[src/core/gef_map.vh]
// Address map, reset values and pin-function codes for the E/F/G port block.
`ifndef GEF_MAP_VH
`define GEF_MAP_VH

`define GEF_E_FUNC_ADDR   32'h56000040
`define GEF_E_DATA_ADDR   32'h56000044
`define GEF_E_PULL_ADDR   32'h56000048
`define GEF_F_FUNC_ADDR   32'h56000050
`define GEF_F_DATA_ADDR   32'h56000054
`define GEF_F_PULL_ADDR   32'h56000058
`define GEF_G_FUNC_ADDR   32'h56000060
`define GEF_G_DATA_ADDR   32'h56000064
`define GEF_G_PULL_ADDR   32'h56000068

`define GEF_E_FUNC_RST    32'h00000000
`define GEF_F_FUNC_RST    16'h0000
`define GEF_G_FUNC_RST    32'h00000000
`define GEF_E_PULL_RST    16'h0000
`define GEF_F_PULL_RST    8'h00
`define GEF_G_PULL_RST    16'hf800
`define GEF_E_DATA_RST    16'h0000
`define GEF_F_DATA_RST    8'h00
`define GEF_G_DATA_RST    16'h0000

`define GEF_CODE_INPUT    2'h0
`define GEF_CODE_OUTPUT   2'h1
`define GEF_CODE_FUNC_A   2'h2
`define GEF_CODE_FUNC_B   2'h3

// Pins whose second function (code 11) is wired; the rest are reserved.
`define GEF_E_FUNC_B_MASK 16'h0018
`define GEF_F_FUNC_B_MASK 16'h0000
`define GEF_G_FUNC_B_MASK 16'hf8fc
// Port E pins that are open-drain in plain output mode.
`define GEF_E_OPEN_DRAIN  16'hc000

`define GEF_RESP_OKAY     2'h0
`define GEF_RESP_SLVERR   2'h2

`endif

[src/core/gef_ports.v]
// General-purpose I/O ports E, F and G with an AXI4-Lite register slave.
`timescale 1ns/100ps
`include "gef_map.vh"

module gef_ports #(
  parameter E_WIDTH = 16,
  parameter F_WIDTH = 8,
  parameter G_WIDTH = 16
) (
  input  wire                 clk,
  input  wire                 rst,
  // AXI4-Lite slave.
  input  wire [31:0]          s_axi_awaddr,
  input  wire                 s_axi_awvalid,
  output wire                 s_axi_awready,
  input  wire [31:0]          s_axi_wdata,
  input  wire [3:0]           s_axi_wstrb,
  input  wire                 s_axi_wvalid,
  output wire                 s_axi_wready,
  output reg  [1:0]           s_axi_bresp,
  output reg                  s_axi_bvalid,
  input  wire                 s_axi_bready,
  input  wire [31:0]          s_axi_araddr,
  input  wire                 s_axi_arvalid,
  output wire                 s_axi_arready,
  output reg  [31:0]          s_axi_rdata,
  output reg  [1:0]           s_axi_rresp,
  output reg                  s_axi_rvalid,
  input  wire                 s_axi_rready,
  // Package pins.
  input  wire [E_WIDTH-1:0]   e_pin_in,
  output wire [E_WIDTH-1:0]   e_pin_out,
  output wire [E_WIDTH-1:0]   e_pin_oe,
  output wire [E_WIDTH-1:0]   e_pullup_en,
  input  wire [F_WIDTH-1:0]   f_pin_in,
  output wire [F_WIDTH-1:0]   f_pin_out,
  output wire [F_WIDTH-1:0]   f_pin_oe,
  output wire [F_WIDTH-1:0]   f_pullup_en,
  input  wire [G_WIDTH-1:0]   g_pin_in,
  output wire [G_WIDTH-1:0]   g_pin_out,
  output wire [G_WIDTH-1:0]   g_pin_oe,
  output wire [G_WIDTH-1:0]   g_pullup_en,
  // Peripheral side: code 10 (func_a) and code 11 (func_b), one bit per pin.
  input  wire [E_WIDTH-1:0]   e_func_a_out,
  input  wire [E_WIDTH-1:0]   e_func_a_oe,
  output wire [E_WIDTH-1:0]   e_func_a_in,
  input  wire [E_WIDTH-1:0]   e_func_b_out,
  input  wire [E_WIDTH-1:0]   e_func_b_oe,
  output wire [E_WIDTH-1:0]   e_func_b_in,
  output wire [F_WIDTH-1:0]   f_func_a_in,
  input  wire [G_WIDTH-1:0]   g_func_a_out,
  input  wire [G_WIDTH-1:0]   g_func_a_oe,
  output wire [G_WIDTH-1:0]   g_func_a_in,
  input  wire [G_WIDTH-1:0]   g_func_b_out,
  input  wire [G_WIDTH-1:0]   g_func_b_oe,
  output wire [G_WIDTH-1:0]   g_func_b_in
);

  reg  [31:0]  e_func_reg;
  reg  [15:0]  e_data_reg;
  reg  [15:0]  e_pull_reg;
  reg  [15:0]  f_func_reg;
  reg  [7:0]   f_data_reg;
  reg  [7:0]   f_pull_reg;
  reg  [31:0]  g_func_reg;
  reg  [15:0]  g_data_reg;
  reg  [15:0]  g_pull_reg;

  reg          aw_held_reg;
  reg  [31:0]  aw_addr_reg;
  reg          w_held_reg;
  reg  [31:0]  w_data_reg;
  reg  [3:0]   w_strb_reg;

  // Marks every pin whose 2-bit field holds the given code.
  function [15:0] code_sel;
    input [31:0] fields;
    input [1:0]  code;
    integer      i;
    begin
      code_sel = 16'h0000;
      for (i = 0; i < 16; i = i + 1) begin
        code_sel[i] = (fields[2*i +: 2] == code);
      end
    end
  endfunction

  // Merges a write into an old register value under the byte strobes.
  function [31:0] strb_merge;
    input [31:0] old_val;
    input [31:0] new_val;
    input [3:0]  strb;
    integer      i;
    begin
      strb_merge = old_val;
      for (i = 0; i < 4; i = i + 1) begin
        if (strb[i]) begin
          strb_merge[8*i +: 8] = new_val[8*i +: 8];
        end
      end
    end
  endfunction

  // Output enable: plain outputs, open-drain outputs drive only a low, functions follow their peripheral.
  function [15:0] pin_oe_of;
    input [15:0] out_sel;
    input [15:0] a_sel;
    input [15:0] b_sel;
    input [15:0] od;
    input [15:0] dat;
    input [15:0] a_oe;
    input [15:0] b_oe;
    begin
      pin_oe_of = (out_sel & ~od) | (out_sel & od & ~dat) | (a_sel & a_oe) | (b_sel & b_oe);
    end
  endfunction

  // Pin level: an open-drain pin in output mode never drives a high; its high comes from the pull-up.
  function [15:0] pin_out_of;
    input [15:0] out_sel;
    input [15:0] a_sel;
    input [15:0] b_sel;
    input [15:0] od;
    input [15:0] dat;
    input [15:0] a_out;
    input [15:0] b_out;
    begin
      pin_out_of = (out_sel & ~od & dat) | (a_sel & a_out) | (b_sel & b_out);
    end
  endfunction

  // Data read: output pins return the latch, every other pin the live level.
  function [15:0] data_rd;
    input [15:0] out_sel;
    input [15:0] dat;
    input [15:0] pin;
    begin
      data_rd = (out_sel & dat) | (~out_sel & pin);
    end
  endfunction

  // True when a byte address names one of the nine registers.
  function addr_hit;
    input [31:0] addr;
    begin
      if (addr == `GEF_E_FUNC_ADDR) begin
        addr_hit = 1'b1;
      end else if (addr == `GEF_E_DATA_ADDR) begin
        addr_hit = 1'b1;
      end else if (addr == `GEF_E_PULL_ADDR) begin
        addr_hit = 1'b1;
      end else if (addr == `GEF_F_FUNC_ADDR) begin
        addr_hit = 1'b1;
      end else if (addr == `GEF_F_DATA_ADDR) begin
        addr_hit = 1'b1;
      end else if (addr == `GEF_F_PULL_ADDR) begin
        addr_hit = 1'b1;
      end else if (addr == `GEF_G_FUNC_ADDR) begin
        addr_hit = 1'b1;
      end else if (addr == `GEF_G_DATA_ADDR) begin
        addr_hit = 1'b1;
      end else if (addr == `GEF_G_PULL_ADDR) begin
        addr_hit = 1'b1;
      end else begin
        addr_hit = 1'b0;
      end
    end
  endfunction

  // Per-pin mode decode.
  // A reserved code 11 is masked off here, so its pin stays an undriven input.
  wire [15:0] e_out_sel = code_sel(e_func_reg, `GEF_CODE_OUTPUT);
  wire [15:0] e_a_sel   = code_sel(e_func_reg, `GEF_CODE_FUNC_A);
  wire [15:0] e_b_sel   = code_sel(e_func_reg, `GEF_CODE_FUNC_B) & `GEF_E_FUNC_B_MASK;
  wire [15:0] f_out_sel = code_sel({16'h0000, f_func_reg}, `GEF_CODE_OUTPUT);
  wire [15:0] f_a_sel   = code_sel({16'h0000, f_func_reg}, `GEF_CODE_FUNC_A);
  wire [15:0] g_out_sel = code_sel(g_func_reg, `GEF_CODE_OUTPUT);
  wire [15:0] g_a_sel   = code_sel(g_func_reg, `GEF_CODE_FUNC_A);
  wire [15:0] g_b_sel   = code_sel(g_func_reg, `GEF_CODE_FUNC_B) & `GEF_G_FUNC_B_MASK;
  // Port F is widened to sixteen pins so the shared helpers serve every port.
  wire [15:0] f_data_x  = {8'h00, f_data_reg};
  wire [15:0] f_pin_x   = {8'h00, f_pin_in};
  wire [15:0] f_oe_x;
  wire [15:0] f_out_x;

  // Port E pins; 15/14 are open drain in output mode.
  assign e_pin_oe  = pin_oe_of(e_out_sel, e_a_sel, e_b_sel, `GEF_E_OPEN_DRAIN,
                               e_data_reg, e_func_a_oe, e_func_b_oe);
  assign e_pin_out = pin_out_of(e_out_sel, e_a_sel, e_b_sel, `GEF_E_OPEN_DRAIN,
                                e_data_reg, e_func_a_out, e_func_b_out);
  // Unselected peripheral inputs rest high so active-low selects stay idle.
  assign e_func_a_in = e_pin_in | ~e_a_sel;
  assign e_func_b_in = e_pin_in | ~e_b_sel;

  // Port F has no driven peripheral function; code 10 only feeds interrupts.
  assign f_oe_x    = pin_oe_of(f_out_sel, 16'h0000, 16'h0000, 16'h0000,
                               f_data_x, 16'h0000, 16'h0000);
  assign f_out_x   = pin_out_of(f_out_sel, 16'h0000, 16'h0000, 16'h0000,
                                f_data_x, 16'h0000, 16'h0000);
  assign f_pin_oe  = f_oe_x[7:0];
  assign f_pin_out = f_out_x[7:0];
  assign f_func_a_in = f_pin_in | ~f_a_sel[7:0];

  assign g_pin_oe  = pin_oe_of(g_out_sel, g_a_sel, g_b_sel, 16'h0000,
                               g_data_reg, g_func_a_oe, g_func_b_oe);
  assign g_pin_out = pin_out_of(g_out_sel, g_a_sel, g_b_sel, 16'h0000,
                                g_data_reg, g_func_a_out, g_func_b_out);
  assign g_func_a_in = g_pin_in | ~g_a_sel;
  assign g_func_b_in = g_pin_in | ~g_b_sel;

  // Pull-up enables are the inverse of the disable registers.
  assign e_pullup_en = ~e_pull_reg;
  assign f_pullup_en = ~f_pull_reg;
  assign g_pullup_en = ~g_pull_reg;

  // Write channel: address and data are captured in either order, then applied together.
  // Nothing more is taken while a response waits, so one write at most is in flight.
  assign s_axi_awready = ~aw_held_reg & ~s_axi_bvalid;
  assign s_axi_wready  = ~w_held_reg & ~s_axi_bvalid;
  wire   do_write      = aw_held_reg & w_held_reg & ~s_axi_bvalid;

  wire [31:0] wr_e_func = strb_merge(e_func_reg, w_data_reg, w_strb_reg);
  wire [31:0] wr_e_data = strb_merge({16'h0000, e_data_reg}, w_data_reg, w_strb_reg);
  wire [31:0] wr_e_pull = strb_merge({16'h0000, e_pull_reg}, w_data_reg, w_strb_reg);
  wire [31:0] wr_f_func = strb_merge({16'h0000, f_func_reg}, w_data_reg, w_strb_reg);
  wire [31:0] wr_f_data = strb_merge({24'h000000, f_data_reg}, w_data_reg, w_strb_reg);
  wire [31:0] wr_f_pull = strb_merge({24'h000000, f_pull_reg}, w_data_reg, w_strb_reg);
  wire [31:0] wr_g_func = strb_merge(g_func_reg, w_data_reg, w_strb_reg);
  wire [31:0] wr_g_data = strb_merge({16'h0000, g_data_reg}, w_data_reg, w_strb_reg);
  wire [31:0] wr_g_pull = strb_merge({16'h0000, g_pull_reg}, w_data_reg, w_strb_reg);

  wire        wr_hit = addr_hit(aw_addr_reg);

  always @(posedge clk or posedge rst) begin
    if (rst) begin
      aw_held_reg  <= 1'b0;
      aw_addr_reg  <= 32'h00000000;
      w_held_reg   <= 1'b0;
      w_data_reg   <= 32'h00000000;
      w_strb_reg   <= 4'h0;
      s_axi_bvalid <= 1'b0;
      s_axi_bresp  <= `GEF_RESP_OKAY;
    end else begin
      // Either half may come first; each waits in its holding register.
      if (s_axi_awvalid && s_axi_awready) begin
        aw_held_reg <= 1'b1;
        aw_addr_reg <= s_axi_awaddr;
      end
      if (s_axi_wvalid && s_axi_wready) begin
        w_held_reg <= 1'b1;
        w_data_reg <= s_axi_wdata;
        w_strb_reg <= s_axi_wstrb;
      end
      if (do_write) begin
        aw_held_reg  <= 1'b0;
        w_held_reg   <= 1'b0;
        s_axi_bvalid <= 1'b1;
        s_axi_bresp  <= wr_hit ? `GEF_RESP_OKAY : `GEF_RESP_SLVERR;
      end else if (s_axi_bvalid && s_axi_bready) begin
        s_axi_bvalid <= 1'b0;
      end
    end
  end

  // Register file. Reserved codes are stored exactly as written.
  // Bits above a register's width are dropped on write and read back as zero.
  always @(posedge clk or posedge rst) begin
    if (rst) begin
      e_func_reg <= `GEF_E_FUNC_RST;
      e_data_reg <= `GEF_E_DATA_RST;
      e_pull_reg <= `GEF_E_PULL_RST;
      f_func_reg <= `GEF_F_FUNC_RST;
      f_data_reg <= `GEF_F_DATA_RST;
      f_pull_reg <= `GEF_F_PULL_RST;
      g_func_reg <= `GEF_G_FUNC_RST;
      g_data_reg <= `GEF_G_DATA_RST;
      g_pull_reg <= `GEF_G_PULL_RST;
    end else if (do_write) begin
      if (aw_addr_reg == `GEF_E_FUNC_ADDR) begin
        e_func_reg <= wr_e_func;
      end else if (aw_addr_reg == `GEF_E_DATA_ADDR) begin
        e_data_reg <= wr_e_data[15:0];
      end else if (aw_addr_reg == `GEF_E_PULL_ADDR) begin
        e_pull_reg <= wr_e_pull[15:0];
      end else if (aw_addr_reg == `GEF_F_FUNC_ADDR) begin
        f_func_reg <= wr_f_func[15:0];
      end else if (aw_addr_reg == `GEF_F_DATA_ADDR) begin
        f_data_reg <= wr_f_data[7:0];
      end else if (aw_addr_reg == `GEF_F_PULL_ADDR) begin
        f_pull_reg <= wr_f_pull[7:0];
      end else if (aw_addr_reg == `GEF_G_FUNC_ADDR) begin
        g_func_reg <= wr_g_func;
      end else if (aw_addr_reg == `GEF_G_DATA_ADDR) begin
        g_data_reg <= wr_g_data[15:0];
      end else if (aw_addr_reg == `GEF_G_PULL_ADDR) begin
        g_pull_reg <= wr_g_pull[15:0];
      end
    end
  end

  // Read channel: one cycle from address to data.
  // A new address waits while the previous answer is still pending.
  assign s_axi_arready = ~s_axi_rvalid;

  // Pin levels are taken in the cycle the read address is accepted, with no resynchronising.
  wire [15:0] e_rd = data_rd(e_out_sel, e_data_reg, e_pin_in);
  wire [15:0] f_rd = data_rd(f_out_sel, f_data_x, f_pin_x);
  wire [15:0] g_rd = data_rd(g_out_sel, g_data_reg, g_pin_in);

  reg  [31:0] rd_next;
  reg  [1:0]  rresp_next;
  always @* begin
    rd_next    = 32'h00000000;
    rresp_next = `GEF_RESP_OKAY;
    if (s_axi_araddr == `GEF_E_FUNC_ADDR) begin
      rd_next = e_func_reg;
    end else if (s_axi_araddr == `GEF_E_DATA_ADDR) begin
      rd_next = {16'h0000, e_rd};
    end else if (s_axi_araddr == `GEF_E_PULL_ADDR) begin
      rd_next = {16'h0000, e_pull_reg};
    end else if (s_axi_araddr == `GEF_F_FUNC_ADDR) begin
      rd_next = {16'h0000, f_func_reg};
    end else if (s_axi_araddr == `GEF_F_DATA_ADDR) begin
      rd_next = {24'h000000, f_rd[7:0]};
    end else if (s_axi_araddr == `GEF_F_PULL_ADDR) begin
      rd_next = {24'h000000, f_pull_reg};
    end else if (s_axi_araddr == `GEF_G_FUNC_ADDR) begin
      rd_next = g_func_reg;
    end else if (s_axi_araddr == `GEF_G_DATA_ADDR) begin
      rd_next = {16'h0000, g_rd};
    end else if (s_axi_araddr == `GEF_G_PULL_ADDR) begin
      rd_next = {16'h0000, g_pull_reg};
    end else begin
      // An unmapped read answers zero with an error response.
      rresp_next = `GEF_RESP_SLVERR;
    end
  end

  always @(posedge clk or posedge rst) begin
    if (rst) begin
      s_axi_rvalid <= 1'b0;
      s_axi_rdata  <= 32'h00000000;
      s_axi_rresp  <= `GEF_RESP_OKAY;
    end else if (s_axi_arvalid && s_axi_arready) begin
      s_axi_rvalid <= 1'b1;
      s_axi_rdata  <= rd_next;
      s_axi_rresp  <= rresp_next;
    end else if (s_axi_rvalid && s_axi_rready) begin
      s_axi_rvalid <= 1'b0;
    end
  end

endmodule

[config.mk]
export PLATFORM = sky130hd
export DESIGN_NAME = gef_ports
export DESIGN_NICKNAME = d
export VERILOG_FILES = /design/src/core/gef_ports.v
export VERILOG_INCLUDE_DIRS = /design/src /design/src/core
export SDC_FILE = /design/constraint.sdc
export NUM_CORES = 1
export LEC_CHECK = 0
export BUFFER_PORTS_ARGS = -buffer_cell sky130_fd_sc_hd__clkbuf_2
export CAP_MARGIN = 5
export CORE_AREA = 2 2 196 198
export CTS_CLUSTER_SIZE = 24
export DETAILED_ROUTE_END_ITERATION = 12
export DIE_AREA = 0 0 198 200
export HOLD_SLACK_MARGIN = 0.12
export MAX_ROUTING_LAYER = met4
export PLACE_DENSITY = 0.72
export SLEW_MARGIN = 5
export SYNTH_ARGS = -nofsm -noshare
export SYNTH_HDL_FRONTEND = slang
export SYNTH_SLANG_ARGS = --single-unit
[constraint.sdc]
create_clock -name clk -period 9.3 [get_ports clk]
set_input_delay 0.465 -clock clk [delete_from_list [all_inputs] [get_ports clk]]
set_output_delay 0.465 -clock clk [all_outputs]
set_load 0.02 [all_outputs]
# == Word-level counts from Yosys, hierarchy flattened ==
# Cells that the tools add are included.
# word_totals
out_inout_bits,233
inputBits,275
regBits,268
# op_classes
bitwise,61
n_eq_ne,111
mux,36
n_reduce_logical,29
# ops
cell,count
"equality test 32 x 31 -> 1 bit, second input constant",18
2-to-1 mux 32 bit,7
OR 16 bit,14
bitwise AND 16 bit,11
inverter 16 bit,8
"equality test 2 bit, second input constant",53
"equality test 2 x 1 -> 1 bit, second input constant",40
AND reduction 9 bit,4
bitwise AND 5 x 16 -> 16 bit,2
2-to-1 mux 16 bit,2
inverter 8 bit,3
AND reduction 11 bit,2
2-to-1 mux 2 bit,10
AND reduction 10 bit,2
2-to-1 mux 1 bit,17
bitwise AND 14 x 16 -> 16 bit,1
bitwise AND 8 bit,2
inverter 5 -> 16 bit,1
OR 14 x 16 -> 16 bit,1
OR 8 bit,2
inverter 1 bit,12
AND reduction 3 bit,4
AND reduction 6 bit,2
AND reduction 5 bit,2
6 further kinds,17

# == Logic depth before layout (Yosys ltp) ==
# logic_depth
depth_word,12
ltp_mapped,8
mapped_depth_nobuf,6

# == Worst setup path before layout ==
# OpenSTA, ideal clock, no wires.
# synth_timing
path_kind,input to register
start,input port s_axi_araddr[31]
end,register s_axi_rdata[1]
n_path_buf,1
path_slack_ns,7.085
required_ns,9.182
stages,7
setup_ns,0.118
arrival_time_ns,2.097
cell_sequence,nor4bb_1 nand4_2 buf_2 nor3_4 nand2_2 o21a_1 a21o_1
# synth_between
elab_chain_len,10
elab_cells_between_ends,18
cone_classes,9 x eq/ne; 9 x mux
# synth_lines
item,line_no,source
"start, declared",gef_ports.v:23,"input wire [31:0] s_axi_araddr,"
equality test 32 x 31 -> 1 bit (no source line),n/a,
2-to-1 mux 16 bit,gef_ports.v:331,end else if (s_axi_araddr == `GEF_G_PULL_ADDR) begin
2-to-1 mux 16 bit,gef_ports.v:329,end else if (s_axi_araddr == `GEF_G_DATA_ADDR) begin
2-to-1 mux 32 bit,gef_ports.v:327,end else if (s_axi_araddr == `GEF_G_FUNC_ADDR) begin
2-to-1 mux 32 bit,gef_ports.v:325,end else if (s_axi_araddr == `GEF_F_PULL_ADDR) begin
2-to-1 mux 32 bit,gef_ports.v:323,end else if (s_axi_araddr == `GEF_F_DATA_ADDR) begin
2-to-1 mux 32 bit,gef_ports.v:321,end else if (s_axi_araddr == `GEF_F_FUNC_ADDR) begin
2-to-1 mux 32 bit,gef_ports.v:319,end else if (s_axi_araddr == `GEF_E_PULL_ADDR) begin
2-to-1 mux 32 bit,gef_ports.v:317,end else if (s_axi_araddr == `GEF_E_DATA_ADDR) begin
2-to-1 mux 32 bit *,gef_ports.v:315,if (s_axi_araddr == `GEF_E_FUNC_ADDR) begin
"end signal, assigned",gef_ports.v:346,s_axi_rdata <= rd_next;
"end, declared",gef_ports.v:26,"output reg [31:0] s_axi_rdata,"
# Mark *: on every way between the ends. The rest lies on a longest branch, timed or not.
# A chain may end at the register's enable or synchronous reset.

# == Final worst setup path ==
# layout_timing
start,input port s_axi_araddr[10]
end,register s_axi_rdata[4]
# Same word-level chain as after synthesis.

==> results.ini <==
[synthesis]
muxShareOfSynthArea_pct = 20.90
syn_inst = 1276
yosys_warnings = 0
ys.flop_type = dfrtp_1
synth_top_family_by_area = multiplexers
yosysSeqAreaShare_pct = 47.50
async_reset_ff_share_pct = 100.0
synth_compound_area_share_pct = 10.81
synthAdderAreaFrac_pct = 0
synth_xor_area_share_pct = 0
synth-simple-area-share_pct = 15.73
netlist_area_um2 = 14030
ys_seq_elements = 266
synth_edf_count = 0
synth.avg_cell_area_um2 = 10.99
yosysUniqueCellTypes = 67

[routing]
ant_nets = 0
wl_um = 50170
viasPerCell = 5.337
drc_errors = 0
drt_first_pass_iters = 8
drt_iter0_drc = 618
wl_per_cell_um = 22.01
via_count = 12164

[sta]
rsz0062_at_grt = no
setup_viol = 0
fin_crit_sh_pct = 34.15
timing.fmax_mhz = 314.9
layout_setup_ws_ps = 6124
finalHoldViolCount = 0
maxSlewHeadroom_pct = 20.88
finClkSkew_ps = 10.27
fin_setup_tns_ps = 0
slew_violations = 0
whs_ps = 137.8
worst_pin_slew_ps = 1184
finalCriticalPeriod_ps = 3176

[floorplanning]
start_util_pct = 37.51
die_h_um = 200
coreArea_um2 = 37400
dieArea_um2 = 39600
io_pins = 508
die_x_um = 198
placementRows = 71

[power_and_ir_drop]
seq_power_share_pct = 45.4
total_power_mw = 3.522
p_leak_nw = 8.850
power.switching_mw = 1.050
switching_share_pct = 29.82
vdd_ir_drop_max_uv = 179.4
power_frac_comb_pct = 16.7
clkPwrFrac_pct = 37.9
cellPowerDensity_nw_per_um2 = 193.0
power.internal_mw = 2.472

[worst_setup_path]
r2r-start = aw_addr_reg[8]
slowest_stage = nor3_2
startpoint_type = input port
crit_end = s_axi_rdata[4]
r2r_slack_ps = 6240
reg2reg_depth = 6
crit_start = s_axi_araddr[10]
end_kind = flop
path_cells = clkbuf_2, nor4_2, nand3_1, nor3_2, o21ai_0, o2111a_1, o21ai_1
cp.arrival_ps = 3670
cpPeakStageDelay_ps = 1080
required_ps = 9790
worst-path-max-fanout = 14
worst-setup-path-type = input port to flop
rr_endpoint = e_func_reg[7]

[cts]
cts_tree = yes
clock_path_buffers = 3
cts_htree_levels = 1
cts_made_buffers = 30
clk_pin_slew_worst_paths_ps = 60
cts.sinks = 266
clkLatencyLatePin_ps = 560
cts_root_buffer = clkbuf_16

[layout]
layout.nets = 2017
drive_gt1_share_pct = 45.02
finalNonFillerCells = 2279
n_fill_cell = 3461
area_growth_pct = 30.11

[outcome]
status = completed

[placed_design]
place.detailed.hpwl_um = 37850
io_buffer_count = 448
dp_slack_ps = 5684
place.gp.congestion = 0.8968
placedCellCount = 2176

[global_routing]
grtUsageTotal_pct = 25.49
antenna_found_initial = 2
grt_pass1_vias = 12147
grt_pass1_wl_um = 73280
grt_max_degree = 125
globalRoute.totalOverflow = 0

[run]
max_cap_violations = 0

[min_path]
hold_path_class = input port to flop

==> cells in the mapped netlist, drive strengths merged, types with 18 or more instances <==
cell type | count | share of area [%]
a221oi | 18 | 1.1
nor2 | 81 | 2.2
nand3 | 23 | 1.3
inv | 73 | 2.0
dfrtp | 261 | 47
nor2b | 33 | 1.5
nand2 | 84 | 2.3
mux2 | 247 | 20
o21ai | 80 | 2.9
buf | 45 | 1.9
clkbuf | 44 | 1.2
nand3b | 32 | 1.7
nand2b | 30 | 1.3
==> worst min-delay path by stage <==
stage,from,endpoint,slack [ps],depth (start not counted)
4_1_cts,s_axi_wdata[3],w_data_reg[3],120,2
5_1_grt,s_axi_wdata[3],w_data_reg[3],120,2
3_3_place_gp,s_axi_rdata[10],s_axi_rdata[10],470,2
6_report,s_axi_wdata[3],w_data_reg[3],140,2
2_1_floorplan,f_data_reg[6],f_data_reg[6],470,1
3_5_place_dp,s_axi_rdata[10],s_axi_rdata[10],480,2
==> power groups by stage <==
stage               clock [mW]  combinational (mW)  sequential [mW]
floorplan                    0               0.406             1.51
global placement             0               0.557             1.60
detailed placement           0               0.573             1.61
CTS                       1.36               0.590             1.59
global route              1.41               0.635             1.62
finish                    1.34               0.587             1.60
==> kinds of logic (layout without fill, tap and decap cells) <==
family,after synthesis,after routing
multiplexers,262,262
other,2,23
flip-flops,266,266
AO/OA/AOI/OAI,218,218
AND/OR/NAND/NOR,366,366
buffers and inverters,162,633
==> per-stage QoR <==
step / util, % / cell area (µm²)
final: 48.80 / 18250
after global routing: 48.80 / 18250
after CTS: 48.79 / 18250
after detailed placement: 44.56 / 16660
after global placement: 44.56 / 16660
after floorplan: - / 14100
==> worst max-delay path, delay by kind of cell <==
| kind | cells | cell delay (ps) |
|---|---|---|
| AO/OA/AOI/OAI | 3 | 830 |
| AND/OR/NAND/NOR | 3 | 2280 |
| buffers and inverters | 1 | 80 |
==> placed cells by master, fill, tap and decap left out, types with 8 or more instances in the layout <==
cell / count
a221oi_1: 18
clkbuf_2: 448
o21ai_0: 75
o32ai_1: 9
a211oi_1: 8
o221ai_1: 8
clkbuf_16: 30
nand3_1: 14
a21oi_1: 12
or3b_2: 15
dfrtp_1: 261
a221o_1: 9
nand3b_1: 31
nor2b_1: 32
a21o_1: 9
a22oi_1: 8
dlygate4sd3_1: 45
a31oi_1: 12
nand2_1: 83
conb_1: 21
buf_4: 11
mux2i_1: 15
inv_1: 72
mux2_2: 227
nor2_1: 81
a222oi_1: 8
and2_1: 11
nand2b_1: 30
mux2_1: 20
==> final cells by class <==
type,count,area (µm²),share of cell area (%)
inverters,73,281.5,1.542
flip-flops and latches,266,6663,36.51
diodes,2,5.005,0.02742
clock buffers,41,862.1,4.723
well taps,511,639.4,3.503
repair buffers,504,2775,15.21
multi-input cells,867,6756,37.02
clock inverters,15,269.0,1.474
==> routing by layer <==
layer	vias up	share of wire [%]	track usage, %
li1	5497	-	-
met1	6034	41	31.51
met2	531	48	42.23
met3	102	7.0	4.721
met4	0	3.6	8.633
met5	-	0	-
==> timing repair <==
action | CTS | global route
resized for setup | 0 | 0
setup endpoints to repair | 0 | 0
setup buffers | 0 | 0
hold buffers | 45 | 0
hold endpoints to repair | 68 | 0
No activity file was read; power rests on OpenSTA's default activity.
